## config.mk

```make
export PLATFORM = sky130hd
export DESIGN_NAME = ctx_tx_status
export DESIGN_NICKNAME = d
export VERILOG_FILES = /design/src/inc/ctx_pkg.sv /design/src/hw/ctx_tx_status.sv
export SDC_FILE = /design/constraint.sdc
export NUM_CORES = 1
export LEC_CHECK = 0
export ABC_AREA = 1
export BUFFER_PORTS_ARGS = -buffer_cell sky130_fd_sc_hd__buf_2
export CORE_MARGIN = 2
export CORE_UTILIZATION = 55
export CTS_BUF_LIST = sky130_fd_sc_hd__clkbuf_16
export DETAILED_ROUTE_END_ITERATION = 12
export GPL_ROUTABILITY_DRIVEN = 0
export MAX_ROUTING_LAYER = met4
export PLACE_DENSITY = 0.85
export SETUP_SLACK_MARGIN = 0.02
export SYNTH_ARGS = -nofsm -noshare
export SYNTH_HDL_FRONTEND = slang
export SYNTH_SLANG_ARGS = --single-unit
```

## constraint.sdc

```tcl
create_clock -name aclk -period 3.1 [get_ports aclk]
set_input_delay 0 -clock aclk [delete_from_list [all_inputs] [get_ports aclk]]
set_output_delay 0 -clock aclk [all_outputs]
set_load 0.05 [all_outputs]
```

## src/inc/ctx_pkg.sv

```systemverilog
// Constants and types for the CAN transmit mailbox status block.
// Assumes a 32-bit AXI4-Lite register bus with 12-bit byte addresses.
package ctx_pkg;
    // Register byte offsets
    localparam logic [11:0] OFS_TSTAT = 12'h008;
    localparam logic [11:0] OFS_EVT   = 12'h00c;
    localparam logic [11:0] OFS_MASK  = 12'h010;
    localparam logic [31:0] RST_TSTAT = 32'h1c000000;
    localparam logic [31:0] RST_ZERO  = 32'h00000000;

    // Per-mailbox field positions, box b sits at b * BOX_STRIDE
    localparam int BOX_STRIDE = 8;
    localparam int POS_HALT   = 7;
    localparam int POS_FAULT  = 3;
    localparam int POS_ARB    = 2;
    localparam int POS_CLEAN  = 1;
    localparam int POS_DONE   = 0;
    // Shared fields
    localparam int POS_FINAL  = 29;
    localparam int POS_VACANT = 26;
    localparam int POS_NUM    = 24;
    localparam int NUM_BOXES  = 3;

    localparam logic [1:0] RESP_OKAY   = 2'b00;
    localparam logic [1:0] RESP_SLVERR = 2'b10;

    // One-cycle events from the transmit engine, one set per mailbox
    typedef struct packed {
        logic queue;   // Frame loaded, mailbox becomes pending
        logic start;   // Transmission attempt begins
        logic ok;      // Finished without error, mailbox empties
        logic err;     // Finished with error
        logic arb;     // Arbitration lost
        logic drop;    // Frame aborted after halt, mailbox empties
    } ctx_evt_t;
endpackage : ctx_pkg

```

## src/hw/ctx_tx_status.sv

```systemverilog
// Transmit status register of a three-mailbox CAN controller, AXI4-Lite slave.
// Assumes the transmit engine pulses ctx_evt_t events on aclk, one cycle each.
//
// The implementer's own choice: register access over AXI4-Lite.
`timescale 1ns/100ps
module ctx_tx_status (
    input  wire logic                aclk,
    input  wire logic                aresetn,
    input  wire logic [11:0]         awaddr,
    input  wire logic                awvalid,
    output logic                     awready,
    input  wire logic [31:0]         wdata,
    input  wire logic [3:0]          wstrb,
    input  wire logic                wvalid,
    output logic                     wready,
    output logic [1:0]               bresp,
    output logic                     bvalid,
    input  wire logic                bready,
    input  wire logic [11:0]         araddr,
    input  wire logic                arvalid,
    output logic                     arready,
    output logic [31:0]              rdata,
    output logic [1:0]               rresp,
    output logic                     rvalid,
    input  wire logic                rready,
    input  wire ctx_pkg::ctx_evt_t [2:0] box_evt,
    output logic [2:0]               halt_request,
    output logic                     irq
);
    import ctx_pkg::*;

    logic        aw_have_r, w_have_r, bvalid_r, rvalid_r;
    logic [11:0] aw_addr_r;
    logic [31:0] w_data_r, rdata_r, wr_bits, tstat;
    logic [3:0]  w_strb_r;
    logic [1:0]  bresp_r, rresp_r, num;
    logic        wr_go, wr_tstat, wr_mask, rd_go;
    logic [2:0]  full_r, halt_r, fault_r, arb_r, clean_r, done_r;
    logic [2:0]  evt_sts_r, mask_r, vacant, final_q, leave, stay, qin, ended;
    logic [1:0]  rank_r [3];
    logic [1:0]  rank_nxt [3];
    logic [1:0]  cnt_full;

    // Handshake outputs; one write and one read in flight at most
    assign awready = !aw_have_r && !bvalid_r;
    assign wready  = !w_have_r && !bvalid_r;
    assign arready = !rvalid_r;
    assign bvalid  = bvalid_r;
    assign bresp   = bresp_r;
    assign rvalid  = rvalid_r;
    assign rdata   = rdata_r;
    assign rresp   = rresp_r;
    assign wr_go   = aw_have_r && w_have_r && !bvalid_r;
    assign rd_go   = arvalid && !rvalid_r;
    assign wr_tstat = wr_go && aw_addr_r[11:2] == OFS_TSTAT[11:2];
    assign wr_mask  = wr_go && aw_addr_r[11:2] == OFS_MASK[11:2];

    // Byte enables gate which bits a write can touch
    always_comb begin
        for (int k = 0; k < 4; k++) begin
            wr_bits[8*k +: 8] = w_strb_r[k] ? w_data_r[8*k +: 8] : 8'h00;
        end
    end

    // Address and data may arrive in either order; hold each until both
    always_ff @(posedge aclk) begin
        if (!aresetn) begin
            aw_have_r <= 1'b0;
            w_have_r  <= 1'b0;
            aw_addr_r <= 12'h000;
            w_data_r  <= 32'h00000000;
            w_strb_r  <= 4'h0;
        end else begin
            if (awvalid && awready) begin
                aw_have_r <= 1'b1;
                aw_addr_r <= awaddr;
            end else if (wr_go) begin
                aw_have_r <= 1'b0;
            end
            if (wvalid && wready) begin
                w_have_r <= 1'b1;
                w_data_r <= wdata;
                w_strb_r <= wstrb;
            end else if (wr_go) begin
                w_have_r <= 1'b0;
            end
        end
    end

    // Write response; unmapped offsets answer SLVERR
    always_ff @(posedge aclk) begin
        if (!aresetn) begin
            bvalid_r <= 1'b0;
            bresp_r  <= RESP_OKAY;
        end else if (wr_go) begin
            bvalid_r <= 1'b1;
            bresp_r  <= (wr_tstat || wr_mask ||
                         aw_addr_r[11:2] == OFS_EVT[11:2]) ? RESP_OKAY : RESP_SLVERR;
        end else if (bready) begin
            bvalid_r <= 1'b0;
        end
    end

    // Read data captured at the address handshake
    always_ff @(posedge aclk) begin
        if (!aresetn) begin
            rvalid_r <= 1'b0;
            rdata_r  <= RST_ZERO;
            rresp_r  <= RESP_OKAY;
        end else if (rd_go) begin
            rvalid_r <= 1'b1;
            rresp_r  <= RESP_OKAY;
            if (araddr[11:2] == OFS_TSTAT[11:2]) begin
                rdata_r <= tstat;
            end else if (araddr[11:2] == OFS_EVT[11:2]) begin
                rdata_r <= {29'h0, evt_sts_r};
            end else if (araddr[11:2] == OFS_MASK[11:2]) begin
                rdata_r <= {29'h0, mask_r};
            end else begin
                rdata_r <= RST_ZERO;
                rresp_r <= RESP_SLVERR;
            end
        end else if (rready) begin
            rvalid_r <= 1'b0;
        end
    end

    // Per-mailbox flags, identical for every box
    for (genvar b = 0; b < NUM_BOXES; b++) begin : g_box
        logic [7:0] wf;
        ctx_evt_t   ev;
        logic       wipe;
        assign ev  = box_evt[b];
        // Reserved bits are never stored, so any value written is ignored
        assign wf  = wr_tstat ? wr_bits[b*BOX_STRIDE +: 8] : 8'h00;
        assign wipe = wf[POS_DONE];
        assign qin[b]   = ev.queue && !full_r[b];
        assign leave[b] = full_r[b] && (ev.ok || ev.drop);
        assign ended[b] = ev.ok || ev.err || ev.drop;

        // Occupancy; a load into a full box is ignored, even when that box leaves in the same cycle
        always_ff @(posedge aclk) begin
            if (!aresetn) begin
                full_r[b] <= 1'b0;
            end else begin
                full_r[b] <= qin[b] || (full_r[b] && !leave[b]);
            end
        end

        // Status flags; hardware set always beats a clear
        always_ff @(posedge aclk) begin
            if (!aresetn) begin
                halt_r[b]  <= 1'b0;
                fault_r[b] <= 1'b0;
                arb_r[b]   <= 1'b0;
                clean_r[b] <= 1'b0;
                done_r[b]  <= 1'b0;
            end else begin
                // Only a one sets halt; an empty box drops it
                halt_r[b]  <= vacant[b] ? 1'b0 : (halt_r[b] || wf[POS_HALT]);
                fault_r[b] <= ev.err ||
                              (fault_r[b] && !(wf[POS_FAULT] || wipe || ev.start));
                arb_r[b]   <= ev.arb ||
                              (arb_r[b] && !(wf[POS_ARB] || wipe || ev.start));
                clean_r[b] <= ev.ok ||
                              (clean_r[b] && !(wf[POS_CLEAN] || wipe || ev.err));
                done_r[b]  <= ended[b] || (done_r[b] && !wipe);
            end
        end
    end

    assign vacant       = ~full_r;
    assign stay         = full_r & ~leave;
    assign halt_request = halt_r;
    assign cnt_full     = 2'(full_r[0]) + 2'(full_r[1]) + 2'(full_r[2]);

    // Queue position: new frames go behind survivors, leavers close the gap
    always_comb begin
        logic [1:0] pos;
        pos = 2'(stay[0]) + 2'(stay[1]) + 2'(stay[2]);
        for (int i = 0; i < NUM_BOXES; i++) begin
            rank_nxt[i] = rank_r[i];
            if (qin[i]) begin
                rank_nxt[i] = pos;
                pos = pos + 2'd1;
            end else if (stay[i]) begin
                for (int j = 0; j < NUM_BOXES; j++) begin
                    if (leave[j] && rank_r[j] < rank_r[i]) begin
                        rank_nxt[i] = rank_nxt[i] - 2'd1;
                    end
                end
            end
        end
    end

    always_ff @(posedge aclk) begin
        if (!aresetn) begin
            rank_r <= '{default: 2'd0};
        end else begin
            rank_r <= rank_nxt;
        end
    end

    // Number field and final-in-queue flags
    always_comb begin
        num = 2'd0;
        if (|vacant) begin
            for (int i = NUM_BOXES - 1; i >= 0; i--) begin
                if (vacant[i]) num = 2'(i);
            end
        end else begin
            for (int i = 0; i < NUM_BOXES; i++) begin
                if (rank_r[i] == 2'd2) num = 2'(i);
            end
        end
        for (int i = 0; i < NUM_BOXES; i++) begin
            final_q[i] = full_r[i] && cnt_full >= 2'd2 &&
                         rank_r[i] == cnt_full - 2'd1;
        end
    end

    // Register image; reserved bits read zero
    always_comb begin
        tstat = RST_ZERO;
        tstat[POS_FINAL +: 3]  = final_q;
        tstat[POS_VACANT +: 3] = vacant;
        tstat[POS_NUM +: 2]    = num;
        for (int b = 0; b < NUM_BOXES; b++) begin
            tstat[b*BOX_STRIDE + POS_HALT]  = halt_r[b];
            tstat[b*BOX_STRIDE + POS_FAULT] = fault_r[b];
            tstat[b*BOX_STRIDE + POS_ARB]   = arb_r[b];
            tstat[b*BOX_STRIDE + POS_CLEAN] = clean_r[b];
            tstat[b*BOX_STRIDE + POS_DONE]  = done_r[b];
        end
    end

    // Sticky end-of-transmit events; a read clears, but a new one survives
    always_ff @(posedge aclk) begin
        if (!aresetn) begin
            evt_sts_r <= 3'h0;
            mask_r    <= 3'h0;
        end else begin
            if (rd_go && araddr[11:2] == OFS_EVT[11:2]) begin
                evt_sts_r <= ended;
            end else begin
                evt_sts_r <= evt_sts_r | ended;
            end
            if (wr_mask) mask_r <= wr_bits[2:0];
        end
    end

    assign irq = |(evt_sts_r & mask_r);
endmodule : ctx_tx_status

```

; Yosys cells after proc, flatten, opt, wreduce, memory -nomap -nowiden
; Cells that the tools add are included.
[totals]
register_bits = 109
latchBits = 0
ramBits = 0
mem_bits_ro = 0
in_bits = 85
output_inout_bits = 45
wordCells = 259
n_memories = 0
[op_classes]
n_addsub = 16
mul = 0
div_mod_pow = 0
order_cmp = 10
n_eq_ne = 11
n_shift = 0
muxes = 56
bitwise = 6
n_reduce_logical = 127
[op_table]
columns = op, n
row1 = $mux 2, 38
row2 = $mux 8, 6
row3 = $logic_or 1x1->1, 47
row4 = $logic_and 1x1->1, 46
row5 = $eq 10x2->1 const B, 4
row6 = $mux 32, 1
row7 = $logic_not 1->1, 22
row8 = $eq 10x3->1 const B, 2
row9 = $sub 2x1->2 const B, 10
row10 = $lt 2x2->1, 9
row11 = $reduce_bool 2->1, 7
row12 = $mux 3, 3
row13 = $mux 1, 8
row14 = $and 3x3->3, 2
row15 = $eq 2x2->1, 3
row16 = $not 3->3, 2
row17 = $reduce_or 2->1, 3
row18 = $reduce_or 3->1, 2
row19 = $add 1x1->2, 2
row20 = $add 2x1->2, 2
row21 = $add 2x1->2 const B, 2
row22 = $eq 2x2->1 const B, 2
row23 = $or 3x3->3, 1
row24 = $ge 2x2->1 const B, 1
row25 = $not 1->1, 1

; Longest topological paths before layout
; Gate-level depths: netlist of run 1.
[depth]
ltp_word = 14
depth_mapped = 13
depth_no_buf = 13

; Worst setup path after synthesis of run 1
; Ideal clock, no wire load.
[synth_timing]
path_type = reg2reg
start = reg bvalid_r, in the netlist bvalid
end = reg w_data_r[15]
arrival_ps = 1985
required_time_ps = 3035
path_slack_ps = 1051
path_stages_with_launch = 7
cell_sequence = dfxtp_1 > nor2_1 > nand2_1 > inv_1 > buf_2 > nor2_1 > nor2_1
[synth_between]
elab_chain_cells = 3
[synth_lines]
columns = element, line
row1 = "start, declared", ctx_tx_status.sv:32  ; logic aw_have_r, w_have_r, bvalid_r, rvalid_r;
row2 = "start signal, assigned", ctx_tx_status.sv:93  ; bvalid_r <= 1'b0;
row3 = "start signal, assigned", ctx_tx_status.sv:96  ; bvalid_r <= 1'b1;
row4 = "start signal, assigned", ctx_tx_status.sv:100  ; bvalid_r <= 1'b0;
row5 = $logic_not 1->1, ctx_tx_status.sv:46  ; assign wready = !w_have_r && !bvalid_r;
row6 = $logic_and 1x1->1, ctx_tx_status.sv:46
row7 = via wready, ctx_tx_status.sv:15  ; output logic wready,
row8 = $logic_and 1x1->1, ctx_tx_status.sv:80  ; if (wvalid && wready) begin
row9 = "end signal, assigned", ctx_tx_status.sv:82  ; w_data_r <= wdata;
row10 = "end, declared", ctx_tx_status.sv:34  ; logic [31:0] w_data_r, rdata_r, wr_bits, tstat;
; The timed path passes the listed nets, and every way through them passes these cells.
; A chain may end at the register's enable or synchronous reset.

; Final worst setup path of run 1
[layout_timing]
start = reg full_r[1]
end = reg rank_r[0] (netlist name)
[layout_between]
elab_chain_cells = 10
[layout_lines]
columns = element, line
row1 = "start, declared", ctx_tx_status.sv:38  ; logic [2:0] full_r, halt_r, fault_r, arb_r, clean_r, done_r;
row2 = "start signal, assigned by index", ctx_tx_status.sv:146  ; full_r[b] <= qin[b] || (full_r[b] && !leave[b]);
row3 = $logic_and 1x1->1, ctx_tx_status.sv:138  ; assign leave[b] = full_r[b] && (ev.ok || ev.drop);
row4 = $not 3->3, ctx_tx_status.sv:173  ; assign stay = full_r & ~leave;
row5 = $and 3x3->3, ctx_tx_status.sv:173
row6 = $add 1x1->2, ctx_tx_status.sv:180  ; pos = 2'(stay[0]) + 2'(stay[1]) + 2'(stay[2]);
row7 = $add 2x1->2, ctx_tx_status.sv:180
row8 = $add 2x1->2, ctx_tx_status.sv:185  ; pos = pos + 2'd1;
row9 = $mux 2, ctx_tx_status.sv:183  ; if (qin[i]) begin
row10 = $add 2x1->2, ctx_tx_status.sv:185
row11 = $mux 2, ctx_tx_status.sv:183
row12 = $mux 2 (*), ctx_tx_status.sv:183
row13 = "end signal, assigned", ctx_tx_status.sv:200  ; rank_r <= rank_nxt;
row14 = "end, declared", ctx_tx_status.sv:40  ; logic [1:0] rank_r [3];
; Every way passes the cells marked *; elsewhere a longest branch is shown, timed or not. The select of a mux whose other input is x is not followed.

==> results.ini, run 1 <==
[setup_path]
path_common_cell=inv_1
crit_chain=inv_1, nor2_1, fa_1, inv_1, nand2_1, nand3_1, nand2_1, o21ai_0, inv_1, a21oi_1
cp.required_ns=3.35
startpoint_type=flip-flop
crit_family=simple AND/OR/NAND/NOR gates
arrival_ns=2.54
cp_num_buf_inv=3
critical_path.max_stage_delay_ns=0.51
path_class=reg -> reg
cp_max_fo=6
cpMaxStageDelayCell=fa_1
cp-end-kind=flip-flop

[timing]
setup_violations=0
fin_crit_sh_pct=73.7
slew_viol_final=0
period_needed_ns=2.28
rsz0062_at_grt=false
fin_skew_ns=0.00696
worstMarginPinSlew_ns=0.631
timing.fmax_ghz=0.438
slew_headroom_pct=57.8
hold_viol=0
setup-tns-final_ns=0
worst_slack_ns=0.817

[logic_synthesis]
synth_edf_count=0
synth_top_cell_area_share_pct=41.9
synth.area.mux_share_pct=0
synth_cells=575
synth-compound-area-share_pct=15.5
async_flop_share_pct=0
yosysSeqAreaShare_pct=41.9
synthSimpleGateAreaFrac_pct=26.7
synthesis.area_um2=4160
yosysMostFrequentCell=nor2_1
synthTopCellsByArea=dfxtp_1 42%, nor2_1 10%, nand2_1 7.0%
synth_warnings=0
synth_commonest_cells=112 x nor2_1, 87 x dfxtp_1, 77 x nand2_1
synth_top_family_by_area=simple AND/OR/NAND/NOR gates
synth.largest_area_cell=dfxtp_1
synthXorXnorAreaFrac_pct=1.69
synth.avg_cell_area_um2=7.23
synth_fa_ha_area_share_pct=3.37
ys_ff_latch=87
synthFlopType=dfxtp_1
synth_cell_types=36

[routing]
detail_route.vias_per_cell=5.47
num_vias=4480
routed_wl_um=11900
dr.pass1.iters=7
wl_per_cell_um=14.5
remaining_drc_errors=0
drt-initial-drc-count=312
final_antenna_net_count=0

[clocking]
htreeDepth=3
clock-sinks=87
post_cts.repair.setup_buffers=0
cts-root-buf=clkbuf_16
cts_tree=built
ctsResizeCount=0
cts_made_buffers=9
clk_latency_ns=0.34
clk_pin_slew_ns=0.06
cts_buffer_depth=2
postCtsHoldBufs=46

[power]
p_leak_nw=2.57
powerDensity_nw_per_um2=526
vdd_drop_max_mv=0.303

[layout]
nFillCells=539
final_nets=810
final_layout_size_suffix_gt1_share_pct=19.2
final_cell_area_um2=5390
diodes=0
area_growth_pct=29.7
multi_input_area_um2=2010
ff_latch_area_um2=1740

[die]
die_x_um=90.9
start_util_pct=57.0
num_io_pins=130
row_count=31
dieHeight_um=90.9
die-area_um2=8270
core_area_um2=7290

[global_route]
antenna_found_initial=0
grt_pass1_wl_um=18900
overflow=0
grtUsageTotal_pct=29.1
grt_max_degree=43
first_global_vias=4176

[placed_design]
place_ws_ns=1.00
place_area_um2=4660
port_buffers=96
hpwlAfterDp_um=7720

[status]
status=finished clean

[hold_path]
min_path_type=in -> reg

[job]
drv_cap=0

[logic make-up (layout without fill, tap and decap cells)]
family / after synthesis / in the layout
DFF: 87 / 87
buffers and inverters: 101 / 236
adders and majority gates: 10 / 10
and+or+nand+nor: 250 / 250
other: 1 / 11
xor gates and xnor gates: 8 / 8
AOI/OAI and AO/OA: 118 / 118
[worst reg2reg max path: stages (launching register included)]
cell,delay [ns]
dfxtp_1,0.46
inv_1,0.19
nor2_1,0.22
fa_1,0.51
inv_1,0.10
nand2_1,0.08
nand3_1,0.17
nand2_1,0.07
o21ai_0,0.15
inv_1,0.07
a21oi_1,0.19
[path summary, 6_finish.rpt]
path	start	end	slack (ns)	depth (start not counted)
worst max-delay path	full_r[1]	rank_r[0]	0.82	10
worst min-delay path	box_evt[11]	rank_r[2]	0.01	4
worst max register to register	full_r[1]	rank_r[0]	0.82	10
worst min register to register	evt_sts_r[1]	evt_sts_r[1]	0.47	2
[per-stage QoR]
stage	cells	utilization [%]	hold WS, ns	power, mW
global route	819	74.0	0.0485	2.96
detailed placement	757	63.9	0.256	1.78
CTS	819	74.0	0.0159	2.81
global placement	757	63.9	0.239	1.76
finish	819	74.0	0.0130	2.84
floorplan	585	-	0.134	1.65
[report_power, final]
group	total, mW	internal [mW]	switching (mW)
clock network	1.01	0.543	0.463
registers	1.25	1.19	0.0557
logic	0.581	0.198	0.383
[placed cells by master (no fill, tap or decap), drive strengths merged]
cell type and instances:
nand4 12, nand3b 4, or2 2, dlygate4sd3 46
fa 2, ha 8, nor2 117, nand3 20
xor2 7, o221ai 1, clkinvlp 2, clkbuf 9
o21ai 53, a211oi 10, nand2 80, inv 74
a32oi 1, clkinv 5, buf 100, nor3 15
xnor2 1, o21a 1, a21oi 50, conb 11
o211ai 2, dfxtp 87
[layer usage]
| metal | up-vias | share of wire, % | global-route usage (%) |
|---|---|---|---|
| li1 | 2120 | - | - |
| met1 | 2064 | 41 | 34.7 |
| met2 | 253 | 48 | 47.3 |
| met3 | 43 | 7.8 | 5.64 |
| met4 | 0 | 3.5 | 13.9 |
| met5 | - | 0 | - |
[layout make-up]
class / instances / area share, %
multi-input cells: 397 / 37.2
flip-flops and latches: 87 / 32.3
repair buffers: 146 / 18.0
inverters: 74 / 5.15
clock buffers: 9 / 4.18
well taps: 99 / 2.30
clock inverters: 7 / 0.858
[flip-flops by register name, indices dropped and copies added, names as in the netlist]
signal and count:
rdata 23, w_data_r 15, aw_addr_r 10, rank_r 6, arb_r 3, clean_r 3, done_r 3, evt_sts_r 3
fault_r 3, full_r 3, halt_request 3, mask_r 3, w_strb_r 3, aw_have_r 1, bresp 1, bvalid 1
rresp 1, rvalid 1, w_have_r 1
Note: power is estimated with default switching activity, not from simulation.
==> inputs of run 2 (changes only) <==
Settings changed: CORE_UTILIZATION 55 to 46, PLACE_DENSITY 0.85 to 0.76.
Clock period 3.1 ns to 1.9 ns, I/O delays scaled along.
==> run 2 against run 1 <==
  * Sequential power rose by 63%
  * Worst setup slack got worse by 0.74 ns
  * Flip-flop and latch count did not move
  * Critical path type unchanged
  * Wire length fell by 6.2%
  * Clock skew fell by 0.0014 ns
  * Final cell count rose by 1.5%
  * Via count fell by 4.1%
  * Register-to-register slack got worse by 0.74 ns
  * Die area rose by 19%
  * Global-route usage fell by 5.6 points
  * Count of clock-buffer cells in the layout did not move
  * Largest power group unchanged
==> results.ini, run 2 (synthesized netlist as in run 1, its figures left out) <==
[layout]
final_common_cell=nor2_1  ; unchanged
area_growth_pct=32.7  ; was 29.7%
largest_register_ffs=23  ; unchanged
final_cell_mix=107 x nor2_1, 96 x buf_2, 82 x dfxtp_1, 74 x nand2_1, 69 x inv_1  ; was 112 x nor2_1, 96 x buf_2, 87 x dfxtp_1, 77 x nand2_1, 71 x inv_1
final_cells=831  ; was 819
diodes=0  ; unchanged
final_nets=814  ; was 810
post-route-util_pct=63.0  ; was 74.0%
final_layout_size_suffix_gt1_share_pct=23.1  ; was 19.2%
final_cell_area_um2=5520  ; was 5390 µm²
nFillCells=743  ; was 539

[power]
p_int_mw=3.30  ; was 1.94 mW
p_leak_nw=2.59  ; was 2.57 nW
powerDensity_nw_per_um2=855  ; was 526 nW/µm²
p_sw_share_pct=30.1  ; was 31.8%
sequentialPowerShare_pct=43.2  ; was 44.1%
clkPwrFrac_pct=36.4  ; was 35.5%
switchingPower_mw=1.42  ; was 0.902 mW
comb_power_share_pct=20.4  ; was 20.5%
vdd_drop_max_mv=0.451  ; was 0.303 mV

[timing]
setup_violations=0  ; unchanged
fin_crit_sh_pct=95.7  ; was 73.7%
fin_skew_ns=0.00554  ; was 0.00696 ns
slew_viol_final=0  ; unchanged
whs_ns=0.00898  ; was 0.0130 ns
timing.fmax_ghz=0.550  ; was 0.438 GHz
hold_viol=0  ; unchanged
period_needed_ns=1.82  ; was 2.28 ns

[clocking]
clk_latency_ns=0.34  ; about the same
cts_made_buffers=9  ; unchanged
cts-root-buf=clkbuf_16  ; unchanged
clock-sinks=87  ; unchanged
clk_pin_slew_ns=0.06  ; about the same
cts_tree=built  ; unchanged
htreeDepth=3  ; unchanged
cts_buffer_depth=2  ; unchanged

[global_route]
overflow=0  ; unchanged
grtUsageTotal_pct=23.5  ; was 29.1%
grt_pass1_wl_um=18000  ; was 18900 µm
antenna_found_initial=0  ; unchanged
first_global_vias=3887  ; was 4176
grt_max_degree=35  ; was 43

[setup_path]
path_common_cell=a21oi_1  ; was inv_1
path_class=reg -> reg  ; unchanged
cp.required_ns=2.16  ; was 3.35 ns
cpMaxStageDelayCell=fa_2  ; was fa_1
arrival_ns=2.08  ; was 2.54 ns
startpoint_type=flip-flop  ; unchanged
critical_path.max_stage_delay_ns=0.60  ; was 0.51 ns
cp-end-kind=flip-flop  ; unchanged
cp_max_fo=3  ; was 6
crit_chain=inv_2, nor2_4, fa_2, buf_4, nand3_1, nand2_1, inv_1, a21oi_1, nor2_1, a21oi_1  ; was inv_1, nor2_1, fa_1, inv_1, nand2_1, nand3_1, nand2_1, o21ai_0, inv_1, a21oi_1

[routing]
wl_per_cell_um=13.4  ; was 14.5 µm
drt-initial-drc-count=290  ; was 312
dr.pass1.iters=6  ; was 7
num_vias=4295  ; was 4480
detail_route.vias_per_cell=5.17  ; was 5.47
routed_wl_um=11200  ; was 11900 µm
final_antenna_net_count=0  ; unchanged
remaining_drc_errors=0  ; unchanged

[placed_design]
place_area_um2=4730  ; was 4660 µm²
dp.cells=772  ; was 757
port_buffers=96  ; unchanged
hpwlAfterDp_um=8050  ; was 7720 µm

[hold_path]
min_path_type=in -> reg  ; unchanged

[die]
die-area_um2=9810  ; was 8270 µm²
start_util_pct=47.4  ; was 57.0%
dieHeight_um=99.1  ; was 90.9 µm
row_count=34  ; was 31
core_area_um2=8760  ; was 7290 µm²
die_x_um=99.1  ; was 90.9 µm
num_io_pins=130  ; unchanged

[status]
status=finished clean  ; unchanged

[job]
drv_cap=0  ; unchanged

run 2: cell type report:
class / instances / area, µm² / area share [%]
clock buffers: 9 / 225 / 4.08
repair buffers: 150 / 991 / 18.0
flip-flops and latches: 87 / 1750 / 31.7
well taps: 108 / 135 / 2.45
multi-input cells: 397 / 2080 / 37.6
inverters: 74 / 282 / 5.10
clock inverters: 6 / 62.6 / 1.13
run 2: layer usage:
metal	global-route usage, %	vias up	part of all wire [%]
met4	8.43	0	2.5
met2	38.1	180	48
met3	3.48	31	7.7
met5	-	-	0
li1	-	2126	-
met1	29.8	1958	42
run 2: path summary, 6_finish.rpt:
| path | start | depth (start not counted) | endpoint | slack, ns |
|---|---|---|---|---|
| worst max-delay path | full_r[0] | 10 | rank_r[1] | 0.08 |
| worst min-delay path | box_evt[11] | 4 | rank_r[2] | 0.009 |
| worst max register to register | full_r[0] | 10 | rank_r[1] | 0.08 |
| worst min register to register | rresp[1] | 2 | rresp[1] | 0.46 |
run 2: worst max-delay path, delay by kind of cell, from the launching register on:
| kind | cells | cell delay (ns) |
|---|---|---|
| flip-flops | 1 | 0.34 |
| AND/OR/NAND/NOR | 4 | 0.30 |
| buffers and inverters | 3 | 0.24 |
| adder cells (fa/ha/maj) | 1 | 0.60 |
| AO/OA/AOI/OAI | 2 | 0.26 |
run 2: power by group through the flow:
stage                     clock [mW]  sequential [mW]  combinational [mW]
after floorplan                    0             2.14               0.558
after global placement             0             2.07               0.819
after detailed placement           0             2.07               0.851
after CTS                       1.74             2.03               0.925
after global routing            1.83             2.05                1.06
final                           1.72             2.04               0.965
run 2: through the flow:
stage	TNS [ns]	power, mW	setup WS (ns)
final	0	4.72	0.0809
after floorplan	0	2.70	0.0736
after global placement	0	2.89	0.101
after CTS	0	4.70	0.0323
after global routing	-0.0343	4.94	-0.0343
after detailed placement	-0.0154	2.92	-0.0106
run 2: timing repair:
item / in CTS / in global routing
hold buffers: 42 / 0
buffers inserted: 1 / 1
endpoints found under the setup margin: 2 / 6
endpoints found under the hold margin: 42 / 0
pin swaps: 1 / 3
resized for setup: 4 / 23
==> inputs of run 3 (changes only) <==
Settings changed: CORE_UTILIZATION 46 to 51, PLACE_DENSITY 0.76 to 0.8.
Clock period 1.9 ns to 2 ns, I/O delays scaled along.
==> run 3 against run 2 <==
  * The run now ends with hold timing left
  * Core utilization increased by 7.5 points
  * Sequential power decreased by 5%
  * Critical path type unchanged
  * Global-route usage increased by 3.9 points
==> results.ini, run 3 (synthesized netlist as in run 1, its figures left out) <==
[status]
status=complete, but fails checks  ; was finished clean
violations=hold timing

[global_route]
grt_max_degree=33  ; was 35
grt_pass1_wl_um=18600  ; was 18000 µm
antenna_found_initial=0  ; unchanged
grtUsageTotal_pct=27.3  ; was 23.5%
first_global_vias=4127  ; was 3887
top_usage_layer=met2  ; unchanged
overflow=0  ; unchanged
use_met3_pct=4.33  ; was 3.48%
met1_usage_pct=32.4  ; was 29.8%
use_met2_pct=46.1  ; was 38.1%

[timing]
timing.fmax_ghz=0.519  ; was 0.550 GHz
fin_skew_ns=0.00525  ; was 0.00554 ns
setup_violations=0  ; unchanged
whs_ns=-0.0135  ; was 0.00898 ns
setup-tns-final_ns=0  ; unchanged
slew_viol_final=0  ; unchanged
worstMarginPinSlew_ns=0.507
fin_crit_sh_pct=96.3  ; was 95.7%
slew_headroom_pct=66.2
hold_viol=1  ; was 0
period_needed_ns=1.93  ; was 1.82 ns

[power]
clkPwrFrac_pct=36.9  ; was 36.4%
vdd_drop_max_mv=0.540  ; was 0.451 mV
sequentialPowerShare_pct=42.9  ; was 43.2%
p_leak_nw=2.60  ; was 2.59 nW
switchingPower_mw=1.38  ; was 1.42 mW
p_int_mw=3.14  ; was 3.30 mW
p_sw_share_pct=30.5  ; was 30.1%
comb_power_share_pct=20.3  ; was 20.4%
powerDensity_nw_per_um2=823  ; was 855 nW/µm²

[die]
core_area_um2=7810  ; was 8760 µm²
start_util_pct=53.3  ; was 47.4%
row_count=32  ; was 34
die_x_um=94.3  ; was 99.1 µm
dieHeight_um=94.3  ; was 99.1 µm
num_io_pins=130  ; unchanged
die-area_um2=8890  ; was 9810 µm²

[setup_path]
cp_max_fo=6  ; was 3
cp-end-kind=flip-flop  ; unchanged
path_class=reg -> reg  ; unchanged
cp.required_ns=2.22  ; was 2.16 ns
arrival_ns=2.15  ; was 2.08 ns
startpoint_type=flip-flop  ; unchanged

[layout]
area_growth_pct=32.3  ; was 32.7%
final_cell_mix=105 x nor2_1, 96 x buf_2, 87 x dfxtp_1, 76 x nand2_1, 71 x inv_1  ; was 107 x nor2_1, 96 x buf_2, 82 x dfxtp_1, 74 x nand2_1, 69 x inv_1
nFillCells=605  ; was 743
largest_register_ffs=23  ; unchanged
final_nets=814  ; unchanged
final_common_cell=nor2_1  ; unchanged
ff_latch_area_um2=1740  ; was 1750 µm²
post-route-util_pct=70.4  ; was 63.0%
diodes=0  ; unchanged
multi_input_area_um2=2060  ; was 2080 µm²
final_layout_size_suffix_gt1_share_pct=22.0  ; was 23.1%

[routing]
final_antenna_net_count=0  ; unchanged
num_vias=4372  ; was 4295
detail_route.vias_per_cell=5.29  ; was 5.17
remaining_drc_errors=0  ; unchanged
drt-initial-drc-count=287  ; was 290
routed_wl_um=11600  ; was 11200 µm
dr.pass1.iters=5  ; was 6
wl_per_cell_um=14.1  ; was 13.4 µm

[clocking]
cts-root-buf=clkbuf_16  ; unchanged
cts_buffer_depth=2  ; unchanged
clk_latency_ns=0.33  ; was 0.34 ns
cts_made_buffers=9  ; unchanged
clk_pin_slew_ns=0.06  ; about the same
clock-sinks=87  ; unchanged
htreeDepth=3  ; unchanged
cts_tree=built  ; unchanged

[placed_design]
hpwlAfterDp_um=7860  ; was 8050 µm
port_buffers=96  ; unchanged

[hold_path]
min_path_type=in -> reg  ; unchanged

[job]
drv_cap=0  ; unchanged

[run 3: worst max-delay path, stage by stage (launching register included)]
cell,delay [ns]
dfxtp_1,0.55
ha_1,0.32
a21oi_1,0.19
nand2_1,0.15
xor2_1,0.31
nor2_1,0.06
o21ai_0,0.16
a21oi_1,0.08
[run 3: cell type report]
| cell class | instances | area share, % |
|---|---|---|
| multi-input combinational | 397 | 37.5 |
| clock inverter | 7 | 1.32 |
| tap | 102 | 2.32 |
| inverter | 74 | 5.05 |
| clock buffer | 9 | 4.09 |
| sequential | 87 | 31.7 |
| timing repair buffer | 150 | 18.1 |
[run 3: path summary, 6_finish.rpt]
check	from	end	slack, ns	cells after the start
min reg2reg	rdata[29]	rdata[29]	0.47	2
max	rank_r[5]	rank_r[0]	0.07	7
min	awaddr[2]	aw_addr_r[2]	-0.01	3
max reg2reg	rank_r[5]	rank_r[0]	0.07	7
[run 3: power groups by stage]
| stage | Clock, mW | Sequential, mW | Combinational [mW] |
|---|---|---|---|
| floorplan | 0 | 2.04 | 0.530 |
| global placement | 0 | 1.96 | 0.776 |
| detailed placement | 0 | 1.97 | 0.802 |
| CTS | 1.69 | 1.93 | 0.877 |
| global route | 1.76 | 1.95 | 1.01 |
| finish | 1.67 | 1.94 | 0.917 |
[run 3: timing repair]
| item | 4_1_cts | 5_1_grt |
|---|---|---|
| hold buffers | 43 | 0 |
| setup buffers | 0 | 1 |
| resized for setup | 0 | 19 |
| hold endpoints to repair | 42 | 0 |
| endpoints found under the setup margin | 0 | 5 |
[run 3: routing by layer]
layer | part of all wire (%) | vias to the layer above | wire (µm)
li1 | - | 2120 | -
met1 | 41 | 2004 | 4750
met2 | 49 | 212 | 5690
met3 | 6.8 | 36 | 786
met4 | 3.2 | 0 | 377
met5 | 0 | - | 0
[run 3: through the flow]
step	total power [mW]	worst slack [ns]	instance area [µm²]	std cells
3_3_place_gp	2.74	0.187	4720	766
3_5_place_dp	2.77	0.121	4720	766
5_1_grt	4.72	-0.000802	5500	826
6_report	4.53	0.0745	5500	826
2_1_floorplan	2.57	0.112	4200	585
4_1_cts	4.50	0.0400	5440	825
